File: src/hw/rps_pkg.sv
// Constants, register map and shared types of the reset and power-save sequencer
package rps_pkg;

  // Register byte addresses
  localparam logic [7:0] REG_FCFG  = 8'h00;
  localparam logic [7:0] REG_WATCHDOG_CONTROL_REG  = 8'h04;
  localparam logic [7:0] REG_POWER_CONTROL_REG  = 8'h08;
  localparam logic [7:0] REG_STS   = 8'h0c;
  localparam logic [7:0] REG_MSK   = 8'h10;
  localparam logic [7:0] REG_STATE = 8'he4;
  localparam logic [7:0] REG_AUXIE = 8'he8;

  // Field positions
  localparam int SWR_BIT  = 1;
  localparam int WATCHDOG_RESET_FLAG_BIT = 2;
  localparam int EBO_BIT  = 3;
  localparam int IDL_BIT  = 0;
  localparam int PD_BIT   = 1;

  // Event bits of status and mask
  localparam int NUM_EV      = 3;
  localparam int EV_BO       = 0;
  localparam int EV_WAKE     = 1;
  localparam int EV_IDLE_END = 2;

  // State readback field positions
  localparam int ST_PS_LSB  = 0;
  localparam int ST_QUAL    = 4;
  localparam int ST_CRST    = 5;

  // Vectors and timing
  localparam logic [15:0] RESET_VEC      = 16'h0000;
  localparam logic [15:0] BO_VEC         = 16'h004b;
  localparam logic [2:0]  BO_QUAL_CYCLES = 3'h4;
  localparam logic [3:0]  RST_PULSE      = 4'h8;
  localparam int          NUM_EXT_INT    = 2;

  typedef enum logic [1:0] {
    PS_RUN,
    PS_IDLE,
    PS_PDOWN,
    PS_WAKE
  } rps_pstate_t;

  typedef struct packed {
    logic        psel;
    logic        penable;
    logic        pwrite;
    logic [7:0]  paddr;
    logic [31:0] pwdata;
  } rps_apb_req_t;

  typedef struct packed {
    logic        pready;
    logic [31:0] prdata;
    logic        pslverr;
  } rps_apb_rsp_t;

  typedef struct packed {
    logic [2:0] cnt;
    logic       qual;
  } rps_bo_state_t;

  typedef struct packed {
    logic              soft_reset_trigger;
    logic              watchdog_reset_flag;
    logic              brownout_irq_enable;
    logic              idle_request_bit;
    logic              pd;
    logic [NUM_EV-1:0] sts;
    logic [NUM_EV-1:0] msk;
    rps_pstate_t       ps;
    logic [3:0]        rcnt;
    logic              pcld;
    logic              wake;
    logic              qual_d;
    logic [31:0]       rdata;
  } rps_state_t;

  localparam rps_state_t RPS_STATE_RST = '{
    soft_reset_trigger:    1'b0,
    watchdog_reset_flag:   1'b0,
    brownout_irq_enable:    1'b0,
    idle_request_bit:    1'b0,
    pd:     1'b0,
    sts:    '0,
    msk:    '0,
    ps:     PS_RUN,
    rcnt:   4'h0,
    pcld:   1'b0,
    wake:   1'b0,
    qual_d: 1'b0,
    rdata:  32'h0000_0000
  };

endpackage

File: src/hw/rps_bo_filter.sv
// Brown-out qualification filter on the supply comparator output
`timescale 1ns/1ps
module rps_bo_filter
  import rps_pkg::*;
(
  input  wire logic sys_clk,
  input  wire logic rst,
  input  wire logic supply_low,
  output logic      bo_qual
);

  rps_bo_state_t st_ff;
  rps_bo_state_t nxt_st;

  ////////////////////////////////////////////////////////////////////////////
  // Count consecutive low-supply samples; any high sample restarts the count
  always_comb
  begin
    nxt_st = st_ff;
    if (!supply_low)
    begin
      nxt_st.cnt  = 3'h0;
      nxt_st.qual = 1'b0;
    end
    else if (st_ff.cnt != BO_QUAL_CYCLES)
    begin
      nxt_st.cnt  = st_ff.cnt + 3'h1;
      nxt_st.qual = (st_ff.cnt + 3'h1) == BO_QUAL_CYCLES;
    end
    else
    begin
      nxt_st.qual = 1'b1;
    end
  end

  always_ff @(posedge sys_clk or posedge rst)
  begin
    if (rst)
    begin
      st_ff <= '{cnt: 3'h0, qual: 1'b0};
    end
    else
    begin
      st_ff <= nxt_st;
    end
  end

  assign bo_qual = st_ff.qual;

endmodule

File: src/hw/rps_top.sv
// Reset, brown-out and power-save sequencer with APB register access
`timescale 1ns/1ps
module rps_top
  import rps_pkg::*;
(
  input  wire logic                   sys_clk,
  input  wire logic                   rst,
  input  rps_pkg::rps_apb_req_t       apb_req,
  output rps_pkg::rps_apb_rsp_t       apb_rsp,
  input  wire logic                   supply_low,
  input  wire logic                   rst_pin,
  input  wire logic [NUM_EXT_INT-1:0] ext_int_n,
  input  wire logic [NUM_EXT_INT-1:0] ext_int_lvl_en,
  input  wire logic                   irq_service_start,
  input  wire logic                   wdt_timeout,
  output logic                        core_reset,
  output logic                        pc_load,
  output logic [15:0]                 pc_load_addr,
  output logic                        cpu_halt,
  output logic                        osc_stop,
  output logic                        bo_int_req,
  output logic [15:0]                 bo_int_vector,
  output logic                        wake_isr_start,
  output logic                        irq
);

  rps_state_t st_ff;
  rps_state_t nxt_st;
  logic       bo_qual;

  ////////////////////////////////////////////////////////////////////////////
  // Brown-out qualification

  rps_bo_filter u_bo_filter (
    .sys_clk    (sys_clk),
    .rst        (rst),
    .supply_low (supply_low),
    .bo_qual    (bo_qual)
  );

  ////////////////////////////////////////////////////////////////////////////
  // Bus decode

  logic setup_rd;
  logic access_wr;
  logic access;
  logic mapped;

  assign access    = apb_req.psel && apb_req.penable;
  assign access_wr = access && apb_req.pwrite;
  assign setup_rd  = apb_req.psel && !apb_req.penable && !apb_req.pwrite;

  always_comb
  begin
    case (apb_req.paddr)
      REG_FCFG, REG_WATCHDOG_CONTROL_REG, REG_POWER_CONTROL_REG, REG_STS, REG_MSK, REG_STATE, REG_AUXIE:
        mapped = 1'b1;
      default:
        mapped = 1'b0;
    endcase
  end

  ////////////////////////////////////////////////////////////////////////////
  // Write strobes, one per register except the read-only REG_STATE; unmapped writes match none of them

  logic wr_fcfg;
  logic wr_watchdog_control_reg;
  logic wr_power_control_reg;
  logic wr_sts;
  logic wr_msk;
  logic wr_auxie;

  assign wr_fcfg  = access_wr && (apb_req.paddr == REG_FCFG);
  assign wr_watchdog_control_reg  = access_wr && (apb_req.paddr == REG_WATCHDOG_CONTROL_REG);
  assign wr_power_control_reg  = access_wr && (apb_req.paddr == REG_POWER_CONTROL_REG);
  assign wr_sts   = access_wr && (apb_req.paddr == REG_STS);
  assign wr_msk   = access_wr && (apb_req.paddr == REG_MSK);
  assign wr_auxie = access_wr && (apb_req.paddr == REG_AUXIE);

  ////////////////////////////////////////////////////////////////////////////
  // Read mux, sampled in the setup cycle so prdata comes from a flop

  function automatic logic [31:0] read_word(input rps_state_t s, input logic [7:0] a,
                                            input logic q);
    logic [31:0] w;
    w = 32'h0000_0000;
    case (a)
      REG_FCFG:  w[SWR_BIT]  = s.soft_reset_trigger;
      REG_WATCHDOG_CONTROL_REG:  w[WATCHDOG_RESET_FLAG_BIT] = s.watchdog_reset_flag;
      REG_AUXIE: w[EBO_BIT]  = s.brownout_irq_enable;
      REG_POWER_CONTROL_REG:
      begin
        w[IDL_BIT] = s.idle_request_bit;
        w[PD_BIT]  = s.pd;
      end
      REG_STS:   w[NUM_EV-1:0] = s.sts;
      REG_MSK:   w[NUM_EV-1:0] = s.msk;
      REG_STATE:
      begin
        w[ST_PS_LSB +: 2] = s.ps;
        w[ST_QUAL]        = q;
        w[ST_CRST]        = s.rcnt != 4'h0;
      end
      default:   w = 32'h0000_0000;
    endcase
    return w;
  endfunction

  ////////////////////////////////////////////////////////////////////////////
  // Wake qualification, one slice per external interrupt pin

  logic [NUM_EXT_INT-1:0] pin_wake;

  generate
    for (genvar i = 0; i < NUM_EXT_INT; i++)
    begin : g_pin
      // Edge mode needs a running clock, so only level mode may wake
      assign pin_wake[i] = ext_int_lvl_en[i] && !ext_int_n[i];
    end
  endgenerate

  ////////////////////////////////////////////////////////////////////////////
  // Power state decode

  logic in_pdown;
  logic in_wake;
  logic svc_ok;

  assign in_pdown = st_ff.ps == PS_PDOWN;
  assign in_wake  = st_ff.ps == PS_WAKE;
  // No clock in power-down, so a service strobe there is stale
  // Wake counts as halted too: the core waits for the pin to rise
  assign svc_ok   = irq_service_start && !in_pdown && !in_wake;

  ////////////////////////////////////////////////////////////////////////////
  // Next-state logic

  logic              soft_go;
  logic              bo_rst;
  logic              wake_lvl;
  logic [NUM_EV-1:0] ev;
  logic [NUM_EV-1:0] w1c;

  always_comb
  begin
    nxt_st  = st_ff;
    soft_go = 1'b0;
    ev      = '0;
    w1c     = '0;

    nxt_st.pcld   = 1'b0;
    nxt_st.wake   = 1'b0;
    nxt_st.qual_d = bo_qual;

    wake_lvl = |pin_wake;

    // Reset whenever qualified brown-out meets a clear enable; this also
    // catches software clearing the enable while brown-out is still present
    bo_rst = bo_qual && !st_ff.brownout_irq_enable;

    if (setup_rd)
    begin
      nxt_st.rdata = read_word(st_ff, apb_req.paddr, bo_qual);
    end

    // Register writes; the bus never stalls, so each lands in one cycle
    if (wr_fcfg)
    begin
      nxt_st.soft_reset_trigger = apb_req.pwdata[SWR_BIT];
      soft_go    = !st_ff.soft_reset_trigger && apb_req.pwdata[SWR_BIT];
    end

    if (wr_watchdog_control_reg)
    begin
      nxt_st.watchdog_reset_flag = apb_req.pwdata[WATCHDOG_RESET_FLAG_BIT];
    end

    if (wr_auxie)
    begin
      nxt_st.brownout_irq_enable = apb_req.pwdata[EBO_BIT];
    end

    if (wr_power_control_reg)
    begin
      // Set-only from software; hardware alone clears these
      nxt_st.idle_request_bit = st_ff.idle_request_bit | apb_req.pwdata[IDL_BIT];
      nxt_st.pd  = st_ff.pd | apb_req.pwdata[PD_BIT];
    end

    if (wr_sts)
    begin
      w1c = apb_req.pwdata[NUM_EV-1:0];
    end

    if (wr_msk)
    begin
      nxt_st.msk = apb_req.pwdata[NUM_EV-1:0];
    end

    // Watchdog flag: hardware set wins over a same-cycle write
    if (wdt_timeout)
    begin
      nxt_st.watchdog_reset_flag = 1'b1;
    end

    // Brown-out interrupt on the qualifying edge
    if (bo_qual && !st_ff.qual_d && st_ff.brownout_irq_enable)
    begin
      ev[EV_BO] = 1'b1;
    end

    // Interrupt servicing ends idle
    if (svc_ok)
    begin
      nxt_st.idle_request_bit = 1'b0;
      if (st_ff.ps == PS_IDLE)
      begin
        ev[EV_IDLE_END] = 1'b1;
      end
    end

    case (st_ff.ps)
      PS_RUN:
      begin
        if (st_ff.pd)
        begin
          nxt_st.ps = PS_PDOWN;
        end
        else if (st_ff.idle_request_bit)
        begin
          nxt_st.ps = PS_IDLE;
        end
      end
      PS_IDLE:
      begin
        if (st_ff.pd)
        begin
          nxt_st.ps = PS_PDOWN;
        end
        else if (!nxt_st.idle_request_bit)
        begin
          nxt_st.ps = PS_RUN;
        end
      end
      PS_PDOWN:
      begin
        if (wake_lvl)
        begin
          nxt_st.ps = PS_WAKE;
        end
      end
      PS_WAKE:
      begin
        // Oscillator runs again; pin is trusted to stay low long enough
        if (!wake_lvl)
        begin
          nxt_st.ps       = PS_RUN;
          nxt_st.wake     = 1'b1;
          nxt_st.pd       = 1'b0;
          nxt_st.idle_request_bit      = 1'b0;
          ev[EV_WAKE]     = 1'b1;
        end
      end
      default: nxt_st.ps = PS_RUN;
    endcase

    // Status: event set wins over a write-one clear
    nxt_st.sts = (st_ff.sts & ~w1c) | ev;

    // Reset pulse countdown ending in a PC load
    if (st_ff.rcnt != 4'h0)
    begin
      nxt_st.rcnt = st_ff.rcnt - 4'h1;
      nxt_st.pcld = st_ff.rcnt == 4'h1;
    end

    if (rst_pin || bo_rst)
    begin
      // Pin reset behaves as power-on; brown-out reset likewise
      nxt_st        = RPS_STATE_RST;
      nxt_st.rcnt   = RST_PULSE;
      nxt_st.qual_d = bo_qual;
    end
    else if (soft_go)
    begin
      nxt_st        = RPS_STATE_RST;
      nxt_st.soft_reset_trigger    = 1'b1;
      nxt_st.watchdog_reset_flag   = st_ff.watchdog_reset_flag | wdt_timeout;
      nxt_st.rcnt   = RST_PULSE;
      nxt_st.qual_d = bo_qual;
    end
  end

  ////////////////////////////////////////////////////////////////////////////
  // State register

  always_ff @(posedge sys_clk or posedge rst)
  begin
    if (rst)
    begin
      st_ff <= RPS_STATE_RST;
    end
    else
    begin
      st_ff <= nxt_st;
    end
  end

  ////////////////////////////////////////////////////////////////////////////
  // Outputs

  assign apb_rsp.pready  = 1'b1;
  assign apb_rsp.prdata  = st_ff.rdata;
  assign apb_rsp.pslverr = access && !mapped;

  assign core_reset     = st_ff.rcnt != 4'h0;
  assign pc_load        = st_ff.pcld;
  // Fixed vectors; the core decides when to fetch from them
  assign pc_load_addr   = RESET_VEC;
  // Idle halts only the PC; peripherals keep their clock
  assign cpu_halt       = st_ff.ps != PS_RUN;
  assign osc_stop       = in_pdown;
  assign bo_int_req     = st_ff.sts[EV_BO];
  assign bo_int_vector  = BO_VEC;
  assign wake_isr_start = st_ff.wake;
  assign irq            = |(st_ff.sts & st_ff.msk);

endmodule

File: config.mk
export PLATFORM = sky130hd
export DESIGN_NAME = rps_top
export DESIGN_NICKNAME = d
export VERILOG_FILES = /design/src/hw/rps_pkg.sv /design/src/hw/rps_bo_filter.sv /design/src/hw/rps_top.sv
export SDC_FILE = /design/constraint.sdc
export NUM_CORES = 1
export LEC_CHECK = 0
export ABC_AREA = 0
export BUFFER_PORTS_ARGS = -buffer_cell sky130_fd_sc_hd__buf_2
export CAP_MARGIN = 20
export CORE_MARGIN = 8
export CORE_UTILIZATION = 34
export DETAILED_ROUTE_END_ITERATION = 16
export GPL_ROUTABILITY_DRIVEN = 0
export PLACE_DENSITY_LB_ADDON = 0.15
export SETUP_SLACK_MARGIN = 0.02
export SYNTH_ARGS = -nofsm -noshare
export SYNTH_HDL_FRONTEND = slang
export SYNTH_SLANG_ARGS = --single-unit
export TNS_END_PERCENT = 1
File: constraint.sdc
create_clock -name sys_clk -period 4.1 [get_ports sys_clk]
set_clock_uncertainty 0.2 [all_clocks]
set_input_delay 0.41 -clock sys_clk [delete_from_list [all_inputs] [get_ports sys_clk]]
set_output_delay 0.41 -clock sys_clk [all_outputs]
set_load 0.01 [all_outputs]
==> summary.md, run 1 <==
| Metric | Value |
|---|---|
| DIE AREA | 0.00923 mm² |
| Site Rows | 29 |
| RSZ-0062 raised after global routing | false |
| Mapped Avg Cell Area | 9.12 µm² |
| Number of synthesized flops with an enable pin | 0 |
| Initial antenna violation count | 0 |
| Critical Path End Type | output port |
| Register clock-pin slew on the reported worst setup and hold paths | 0.06 ns |
| Post-Syn Instances | 239 |
| Largest net degree at the start of global routing | 31 |
| Pwr/cell area | 418 mW/mm² |
| Critical path peak fanout | 11 |
| First-pass iteration count of the detailed router | 4 |
| Largest delay share family, worst path | simple AND/OR/NAND/NOR gates |
| Area grow syn2layout | 6.02% |
| Final Critical Period | 2.54 ns |
| Post-CTS setup repair buffer count | 0 |
| Final setup violating endpoints | 0 |
| Worst hold path class | in2async |
| Via density | 4.53 |
| Distinct cells, synth | 50 |
| Routed length per instance | 14.1 µm |
| Critical path buffers and inverters | 2 |
| Layout cells sized above 1 | 20.9% |
| Outcome | complete, but fails checks |
| First-pass GRT wire length | 7.85 mm |
| Clock tree buffer depth | 2 |
| Worst EP required | 3.49 ns |
| WHS | -0.00916 ns |
| Critical-path cell list | buf_2 -> nor4b_1 -> nor2b_2 -> a311oi_1 -> and3_1 -> buf_2 |
| Iter 0 DRT Violations | 51 |
| Relative slew slack | 37.2% |
| Most frequent CP cell | buf_2 |
| Diode count | 0 |
| Die height | 96.1 µm |
| Crit path launch type | input pin |
| Layout Nets | 331 |
| Port-buffer cells | 38 |
| Max-slew violations | 0 |
| GRT Overall Usage | 11.0% |
| Post-CTS sizing | 0 |
| Core area | 0.00628 mm² |
| Most used flip-flop cell after synthesis | dfrtp_1 |
| Total number of vias | 1,584 |
| Pwr Total | 0.000967 W |
| Root Driver | clkbuf_8 |
| Total gr overflow | 0 |
| Final period utilization | 61.9% |
| Peak VDD IR | 148 µV |
| HPWL after detailed placement | 3.95 mm |
| Synth top area share | 34.4% |
| Final hold viol count | 14 |
| Failing checks | hold timing |
| Area leader, netlist | dfrtp_1 |
| Post-Place Worst Slack | 1.57 ns |
| Fmax | 394 MHz |
| Clk sinks | 30 |
| Kind of critical path | in2out |
| Vias in the first global route | 1,590 |
| Cell Area, Synth | 0.00218 mm² |
| Worst-Margin Slew | 0.939 ns |
| CTS Buf Count | 5 |
| Initial Util | 34.7% |
| Crit-path slowest cell | nor4b_1 |
| Latest clock arrival within the worst-skew pair | 0.28 ns |
| Setup TNS | 0 ns |
| Num ports | 126 |
| Final Worst Setup Slack | 1.56 ns |
| Post-layout util | 36.8% |
| CTS tree | done |
| Clock H-tree levels | 2 |
| Crit path DAT | 1.93 ns |
| CP peak stage delay | 0.48 ns |
| Most frequent cell after synthesis | buf_4 |
| Max_cap viols | 0 |
| #FFs+latches synth | 30 |
| Hold buffer count at cts | 0 |
| Yosys warnings | 0 |
| Sequential area share after synthesis | 34.4% |
| Ys async rst share | 100% |
| Leakage | 1.16 nW |
| WL final | 4.95 mm |
| Drt drc | 0 |
| Top cells by area, synth | dfrtp_1 34%, buf_4 23%, ha_1 3.4%, a21oi_1 3.0%, nor2_1 2.8% |
| Synth top cells by count | 66 x buf_4, 30 x dfrtp_1, 16 x nor2_1 |
| ANT nets after route | 0 |
| Die width | 96.1 µm |
## power breakdown
group / switching (W) / total [W] / internal [W]
clock: 0.000117 / 0.000376 / 0.000259
sequential: 0.0000305 / 0.000364 / 0.000334
combinational: 0.000140 / 0.000227 / 0.0000867
total: 0.000288 / 0.000967 / 0.000680
## logic make-up (layout without fill, tap and decap cells)
kind of cell,after synthesis,after routing,synth area share (%)
and+or+nand+nor,72,72,20.0
buffers and inverters,83,60,26.0
xor gates and xnor gates,3,3,1.21
adders and majority gates,6,6,3.44
AOI/OAI and AO/OA,38,38,12.3
DFF,30,30,34.4
muxes,5,5,2.29
other,2,59,0.344
## registers in the layout (all words and copies together), names as in the netlist
register	count
st_ff	17
apb_rsp	6
u_bo_filter.st_ff	3
bo_int_req	1
pc_load	1
u_bo_filter.bo_qual	1
wake_isr_start	1
## metal layers
layer | vias to the layer above | global-route usage [%] | part of all wire [%]
met1 | 750 | 12.9 | 41
met5 | - | 0 | 0
li1 | 766 | - | -
met4 | 0 | 4.48 | 1.1
met2 | 62 | 17.3 | 46
met3 | 6 | 4.68 | 12
## final cells by class
class / count / area [µm²]
well taps: 77 / 96.3
repair buffers: 39 / 198
flip-flops and latches: 30 / 751
fillers: 679 / 3970
clock inverters: 2 / 60.1
clock buffers: 6 / 82.6
multi-input cells: 183 / 1080
inverters: 13 / 48.8
## worst reg2reg max path: cells and delay by family (launching register included)
family                 cells  cell delay [ns]
AO/OA/AOI/OAI              1             0.43
buffers and inverters      1             0.06
flip-flops                 1             0.37
AND/OR/NAND/NOR            2             0.74
## path summary, 6_finish.rpt
check | from | to | slack (ns) | depth (start not counted)
worst max-delay path | apb_req[34] | apb_rsp[0] | 1.56 | 6
max in group asynchronous | rst | st_ff[51]$_DFFE_PP0P_ | 3.42 | 3
min in group sys_clk | wdt_timeout | st_ff[50]$_DFFE_PP0P_ | 0.14 | 2
worst min register to register | u_bo_filter.bo_qual$_DFF_PP0_ | st_ff[32]$_DFF_PP0_ | 0.24 | 0
worst min-delay path | rst | u_bo_filter.st_ff[1]$_DFFE_PP0P_ | -0.009 | 3
worst max register to register | st_ff[49]$_DFFE_PP0P_ | pc_load$_DFF_PP0_ | 2.20 | 4
## cell usage in the layout (no fill, tap or decap), types with 2 or more instances in the layout
master and n:
a21boi_0 2, a21oi_1 13, a311oi_1 2, a32oi_1 2, a41oi_1 3, and3_1 3, buf_2 38, bufinv_16 2
clkbuf_8 6, conb_1 59, dfrtp_1 30, ha_1 6, inv_1 13, mux2i_1 5, nand2_1 11, nand3_1 10
nand3b_1 4, nand4_1 2, nor2_1 16, nor2b_1 6, nor3_1 3, nor4b_2 2, nor4bb_1 2, o2111ai_1 2
o21ai_0 5, xnor2_1 2
## stage by stage
stage,cells,cell area (µm²)
final,350,2310
after global routing,350,2310
after CTS,350,2310
after detailed placement,342,2170
after global placement,342,2170
after floorplan,296,2390
(Power assumes the default switching activity.)
==> inputs of run 2 (changes only) <==
Clock period 4.1 ns to 2.4 ns, I/O delays scaled along.
==> summary.md, run 2 (synthesis gave the netlist of run 1 again) <==
| Metric | Value |
|---|---|
| Initial antenna violation count | 0 (unchanged) |
| Pwr Total | 0.00151 W (+56%) |
| Latest clock arrival within the worst-skew pair | 0.27 ns (about the same) |
| Core area | 0.00628 mm² (unchanged) |
| Area after DPL | 0.00222 mm² (+2.4%) |
| Final setup violating endpoints | 0 (unchanged) |
| Worst hold path class | in2reg |
| Iter 0 DRT Violations | 93 (+82%) |
| Kind of critical path | in2out |
| Non-Filler Instances | 359 (+2.6%) |
| Routed length per instance | 14.1 µm (about the same) |
| WL final | 5.07 mm (+2.5%) |
| Drt drc | 0 (unchanged) |
| Total gr overflow | 0 (unchanged) |
| Fmax | 491 MHz |
| Setup TNS | 0 ns (unchanged) |
| Crit path launch type | input pin |
| Pwr/cell area | 642 mW/mm² (+54%) |
| Register clock-pin slew on the reported worst setup and hold paths | 0.06 ns (about the same) |
| Critical Path End Type | output port |
| Leakage | 1.19 nW (+2.3%) |
| Initial Util | 34.7% (unchanged) |
| DIE AREA | 0.00923 mm² (unchanged) |
| RSZ-0062 raised after global routing | false |
| Root Driver | clkbuf_8 |
| Max-slew violations | 0 (unchanged) |
| HPWL after detailed placement | 3.97 mm (+0.37%) |
| First-pass GRT wire length | 8.18 mm (+4.3%) |
| Final Critical Period | 2.04 ns |
| Num ports | 126 (unchanged) |
| First-pass iteration count of the detailed router | 4 (unchanged) |
| GRT Overall Usage | 11.3% (+0.32 points) |
| Number of flip-flops in the largest register | 17 (unchanged) |
| Final Worst Setup Slack | 0.363 ns (-1.20 ns) |
| Final hold viol count | 0 (-14) |
| Die width | 96.1 µm (unchanged) |
| Site Rows | 29 (unchanged) |
| Port-buffer cells | 38 (unchanged) |
| Critical path peak fanout | 11 (unchanged) |
| Die height | 96.1 µm (unchanged) |
| Post-Place Worst Slack | 0.372 ns (-1.20 ns) |
| Total number of vias | 1,604 (+1.3%) |
| ANT nets after route | 0 (unchanged) |
| CTS tree | done |
| CTS Buf Count | 5 (unchanged) |
| Max_cap viols | 0 (unchanged) |
| Relative slew slack | 65.7% (+28 points) |
| Post-CTS setup repair buffer count | 0 (unchanged) |
| Clock H-tree levels | 2 (unchanged) |
| Largest reg by FF count | st_ff |
| Clock tree buffer depth | 2 (unchanged) |
| Largest net degree at the start of global routing | 31 (unchanged) |
| Design area | 0.00235 mm² (+1.6%) |
| Most frequent cells in the layout | 59 x conb_1, 38 x buf_2, 30 x dfrtp_1, 16 x nor2_1 |
| Outcome | finished, final reports clean |
| Diode count | 0 (unchanged) |
| Most common cell after layout, fill and taps aside | conb_1 |
| Area grow syn2layout | 7.69% |
| Crit path DAT | 1.60 ns (-0.33 ns) |
| Peak VDD IR | 373 µV (+150%) |
| Via density | 4.47 (-1.3%) |
| Clk sinks | 30 (unchanged) |
| Placed cells | 349 (+2.0%) |
| Worst EP required | 1.96 ns (-1.53 ns) |
| Layout cells sized above 1 | 22.0% (+1.1 points) |
| Final period utilization | 84.9% |
| Vias in the first global route | 1,633 (+2.7%) |
| Worst-Margin Slew | 0.508 ns (-0.431 ns) |
| Layout Nets | 340 (+2.7%) |
## run 2: changes by cell type in the layout (fill, tap and decap cells not counted)
cell           previous run  this run
clkbuf_1                  0         2
dlygate4sd3_1             0         2
bufinv_16                 2         1
clkbuf_8                  6         5
buf_4                     1         8
## run 2: final timing paths
check	from	end	slack, ns	depth (start not counted)
setup / recovery	apb_req[34]	apb_rsp[0]	0.36	6
hold reg to reg	u_bo_filter.bo_qual$_DFF_PP0_	st_ff[32]$_DFF_PP0_	0.24	0
setup reg to reg	st_ff[51]$_DFFE_PP0P_	apb_rsp[2]$_DFFE_PP0P_	0.61	4
hold / removal	apb_req[3]	st_ff[49]$_DFFE_PP0P_	0.02	3
min in group asynchronous	rst	u_bo_filter.st_ff[1]$_DFFE_PP0P_	0.38	4
max in group asynchronous	rst	st_ff[46]$_DFF_PP0_	1.33	4
## run 2: layout make-up
| type | instances | area (µm²) |
|---|---|---|
| flip-flops and latches | 30 | 751 |
| multi-input cells | 183 | 1080 |
| repair buffers | 48 | 270 |
| clock inverters | 1 | 30.0 |
| well taps | 77 | 96.3 |
| clock buffers | 7 | 76.3 |
| inverters | 13 | 48.8 |
| fillers | 681 | 3930 |
## run 2: routing by layer
metal  vias to the layer above  part of all wire [%]  global-route usage, %
met4                         0                  0.65                   3.07
li1                        783                     -                      -
met1                       749                    43                   14.4
met5                         -                     0                      0
met3                         6                    10                   3.98
met2                        66                    46                   17.7
## run 2: through the flow
| stage | utilization, % | hold slack, ns |
|---|---|---|
| 2_1_floorplan | - | 0.131 |
| 3_3_place_gp | 35.4 | 0.152 |
| 3_5_place_dp | 35.4 | 0.145 |
| 4_1_cts | 37.4 | 0.0149 |
| 5_1_grt | 37.4 | 0.0245 |
| 6_report | 37.4 | 0.0166 |
## run 2: critical path, cell delays in order
cell      delay [ns]
buf_2           0.20
nor4b_1         0.47
nor2b_2         0.28
a311oi_1        0.08
and3_1          0.20
buf_2           0.13
## run 2: timing repair
action | in CTS | in global routing
hold buffers | 2 | 0
hold endpoints to repair | 31 | 0
gates resized for setup | 0 | 0
## run 2: report_power, final
group          leakage, nW  internal, W  switching, W
clock               0.0524     0.000310      0.000180
sequential           0.407     0.000570     0.0000522
combinational        0.730     0.000156      0.000240
total                 1.19      0.00104      0.000472
==> inputs of run 3 (changes only) <==
Clock period 2.4 ns to 1.8 ns, I/O delays scaled along.
==> summary.md, run 3 (synthesis gave the netlist of run 1 again) <==
| Metric | Value |
|---|---|
| CTS tree | done |
| Initial antenna violation count | 0 (unchanged) |
| First-pass iteration count of the detailed router | 4 (unchanged) |
| Largest net degree at the start of global routing | 31 (unchanged) |
| Outcome | finished, final reports clean |
| First-pass GRT wire length | 8.05 mm (-1.7%) |
| Met3 Track Usage GR | 3.43% (-0.55 points) |
| Clock H-tree levels | 2 (unchanged) |
| Die height | 96.1 µm (unchanged) |
| Most common cell after layout, fill and taps aside | conb_1 |
| GRT Overall Usage | 11.2% (-0.14 points) |
| Vias in the first global route | 1,617 (-0.98%) |
| Number of flip-flops in the largest register | 17 (unchanged) |
| Max_cap viols | 0 (unchanged) |
| Total gr overflow | 0 (unchanged) |
| Root Driver | clkbuf_8 |
| Leakage | 1.27 nW (+6.7%) |
| Routed length per instance | 13.7 µm (-3.2%) |
| Clock tree buffer depth | 2 (unchanged) |
| Global Route met1 Usage | 14.7% (+0.30 points) |
| Layout cells sized above 1 | 26.0% (+4.0 points) |
| Crit path launch type | input pin |
| Fmax | 577 MHz |
| Post-Place Worst Slack | -0.0214 ns (-0.393 ns) |
| Crit path DAT | 1.35 ns (-0.25 ns) |
| CTS Buf Count | 5 (unchanged) |
| Area grow syn2layout | 15.0% |
| Setup TNS | 0 ns (unchanged) |
| Site Rows | 29 (unchanged) |
| Worst EP required | 1.42 ns (-0.54 ns) |
| Core area | 0.00628 mm² (unchanged) |
| Critical path peak fanout | 3 (-8) |
| WL final | 5.10 mm (+0.61%) |
| FILL cells | 650 (-4.6%) |
| Critical Path End Type | output port |
| Port-buffer cells | 38 (unchanged) |
| Initial Util | 34.7% (unchanged) |
| Met2 usage | 17.0% (-0.74 points) |
| Register clock-pin slew on the reported worst setup and hold paths | 0.06 ns (about the same) |
| DIE AREA | 0.00923 mm² (unchanged) |
| Kind of critical path | in2out |
| Die width | 96.1 µm (unchanged) |
| Pwr/cell area | 771 mW/mm² (+20%) |
| Largest reg by FF count | st_ff |
| Diode count | 0 (unchanged) |
| Total number of vias | 1,638 (+2.1%) |
| Final period utilization | 96.2% |
| Max-slew violations | 0 (unchanged) |
| Clk sinks | 30 (unchanged) |
| ANT nets after route | 0 (unchanged) |
| Via density | 4.39 (-1.7%) |
| RSZ-0062 raised after global routing | true |
| HPWL after detailed placement | 4.04 mm (+1.9%) |
| Final Critical Period | 1.73 ns |
| Worst hold path class | in2reg |
| Final hold viol count | 0 (unchanged) |
| Final setup violating endpoints | 0 (unchanged) |
| Busiest grt layer | met2 |
| Latest clock arrival within the worst-skew pair | 0.27 ns (about the same) |
| Num ports | 126 (unchanged) |
| Layout Nets | 356 (+4.7%) |
| Most frequent cells in the layout | 59 x conb_1, 38 x buf_2, 30 x dfrtp_1, 19 x buf_4, 16 x nor2_1 |
| Peak VDD IR | 356 µV (-4.5%) |
| Drt drc | 0 (unchanged) |
| Final Worst Setup Slack | 0.0681 ns (-0.295 ns) |
| Iter 0 DRT Violations | 67 (-28%) |
run 3: cell count changes in the layout (fill, tap and decap cells not counted), sizes merged:
cell,change
buf,+12
bufinv,-1
dlygate4sd3,+4
clkbuf,-1
run 3: path summary, 6_finish.rpt:
kind                       slack [ns]                          endpoint  depth (start not counted)                          start
min in group asynchronous        0.32  u_bo_filter.st_ff[1]$_DFFE_PP0P_                          4                            rst
max in group asynchronous        0.79  u_bo_filter.st_ff[2]$_DFFE_PP0P_                          4                            rst
max                              0.07                        apb_rsp[0]                          6                    apb_req[36]
min reg2reg                      0.24               st_ff[32]$_DFF_PP0_                          0  u_bo_filter.bo_qual$_DFF_PP0_
min                              0.01             st_ff[41]$_DFFE_PP0P_                          3                     apb_req[0]
max reg2reg                      0.07            apb_rsp[2]$_DFFE_PP0P_                          4          st_ff[51]$_DFFE_PP0P_
run 3: area by class of cell:
cell class	count	area [µm²]	area share, %
repair buffers	64	413	16.5
multi-input cells	183	1120	44.5
well taps	77	96.3	3.84
clock buffers	6	82.6	3.29
inverters	13	48.8	1.95
flip-flops and latches	30	751	29.9
run 3: worst max-delay path, stage by stage:
cell	delay, ns
buf_2	0.12
nand4b_1	0.29
nor4b_4	0.36
a311oi_2	0.07
and3_1	0.19
buf_2	0.13
run 3: power by group:
| group | switching, W | leakage (nW) | internal [W] | total, W |
|---|---|---|---|---|
| clock network | 0.000231 | 0.0431 | 0.000294 | 0.000525 |
| registers | 0.0000694 | 0.407 | 0.000761 | 0.000830 |
| logic | 0.000336 | 0.819 | 0.000244 | 0.000579 |
run 3: metal layers:
metal  wire length (µm)  vias up
met5                  0        -
met4                 55        0
met3                470        4
met2               2300       63
met1               2280      757
li1                   -      814
run 3: stage by stage:
step / power (W) / instances / instance area, µm² / util (%) / hold WS, ns
final: 0.00193 / 373 / 2510 / 40.0 / 0.0121
after global routing: 0.00208 / 373 / 2510 / 40.0 / 0.0454
after CTS: 0.00194 / 373 / 2470 / 39.3 / 0.0158
after detailed placement: 0.00140 / 360 / 2320 / 36.9 / 0.0842
after global placement: 0.00139 / 360 / 2320 / 36.9 / 0.0883
after floorplan: 0.00132 / 296 / 2390 / - / 0.0708
run 3: what timing repair did:
| action | 4_1_cts | 5_1_grt |
|---|---|---|
| pin swaps | 2 | 0 |
| setup buffers | 1 | 0 |
| resized for setup | 0 | 6 |
| setup endpoints to repair | 3 | 3 |
| hold endpoints to repair | 38 | 0 |
| hold buffers | 6 | 0 |
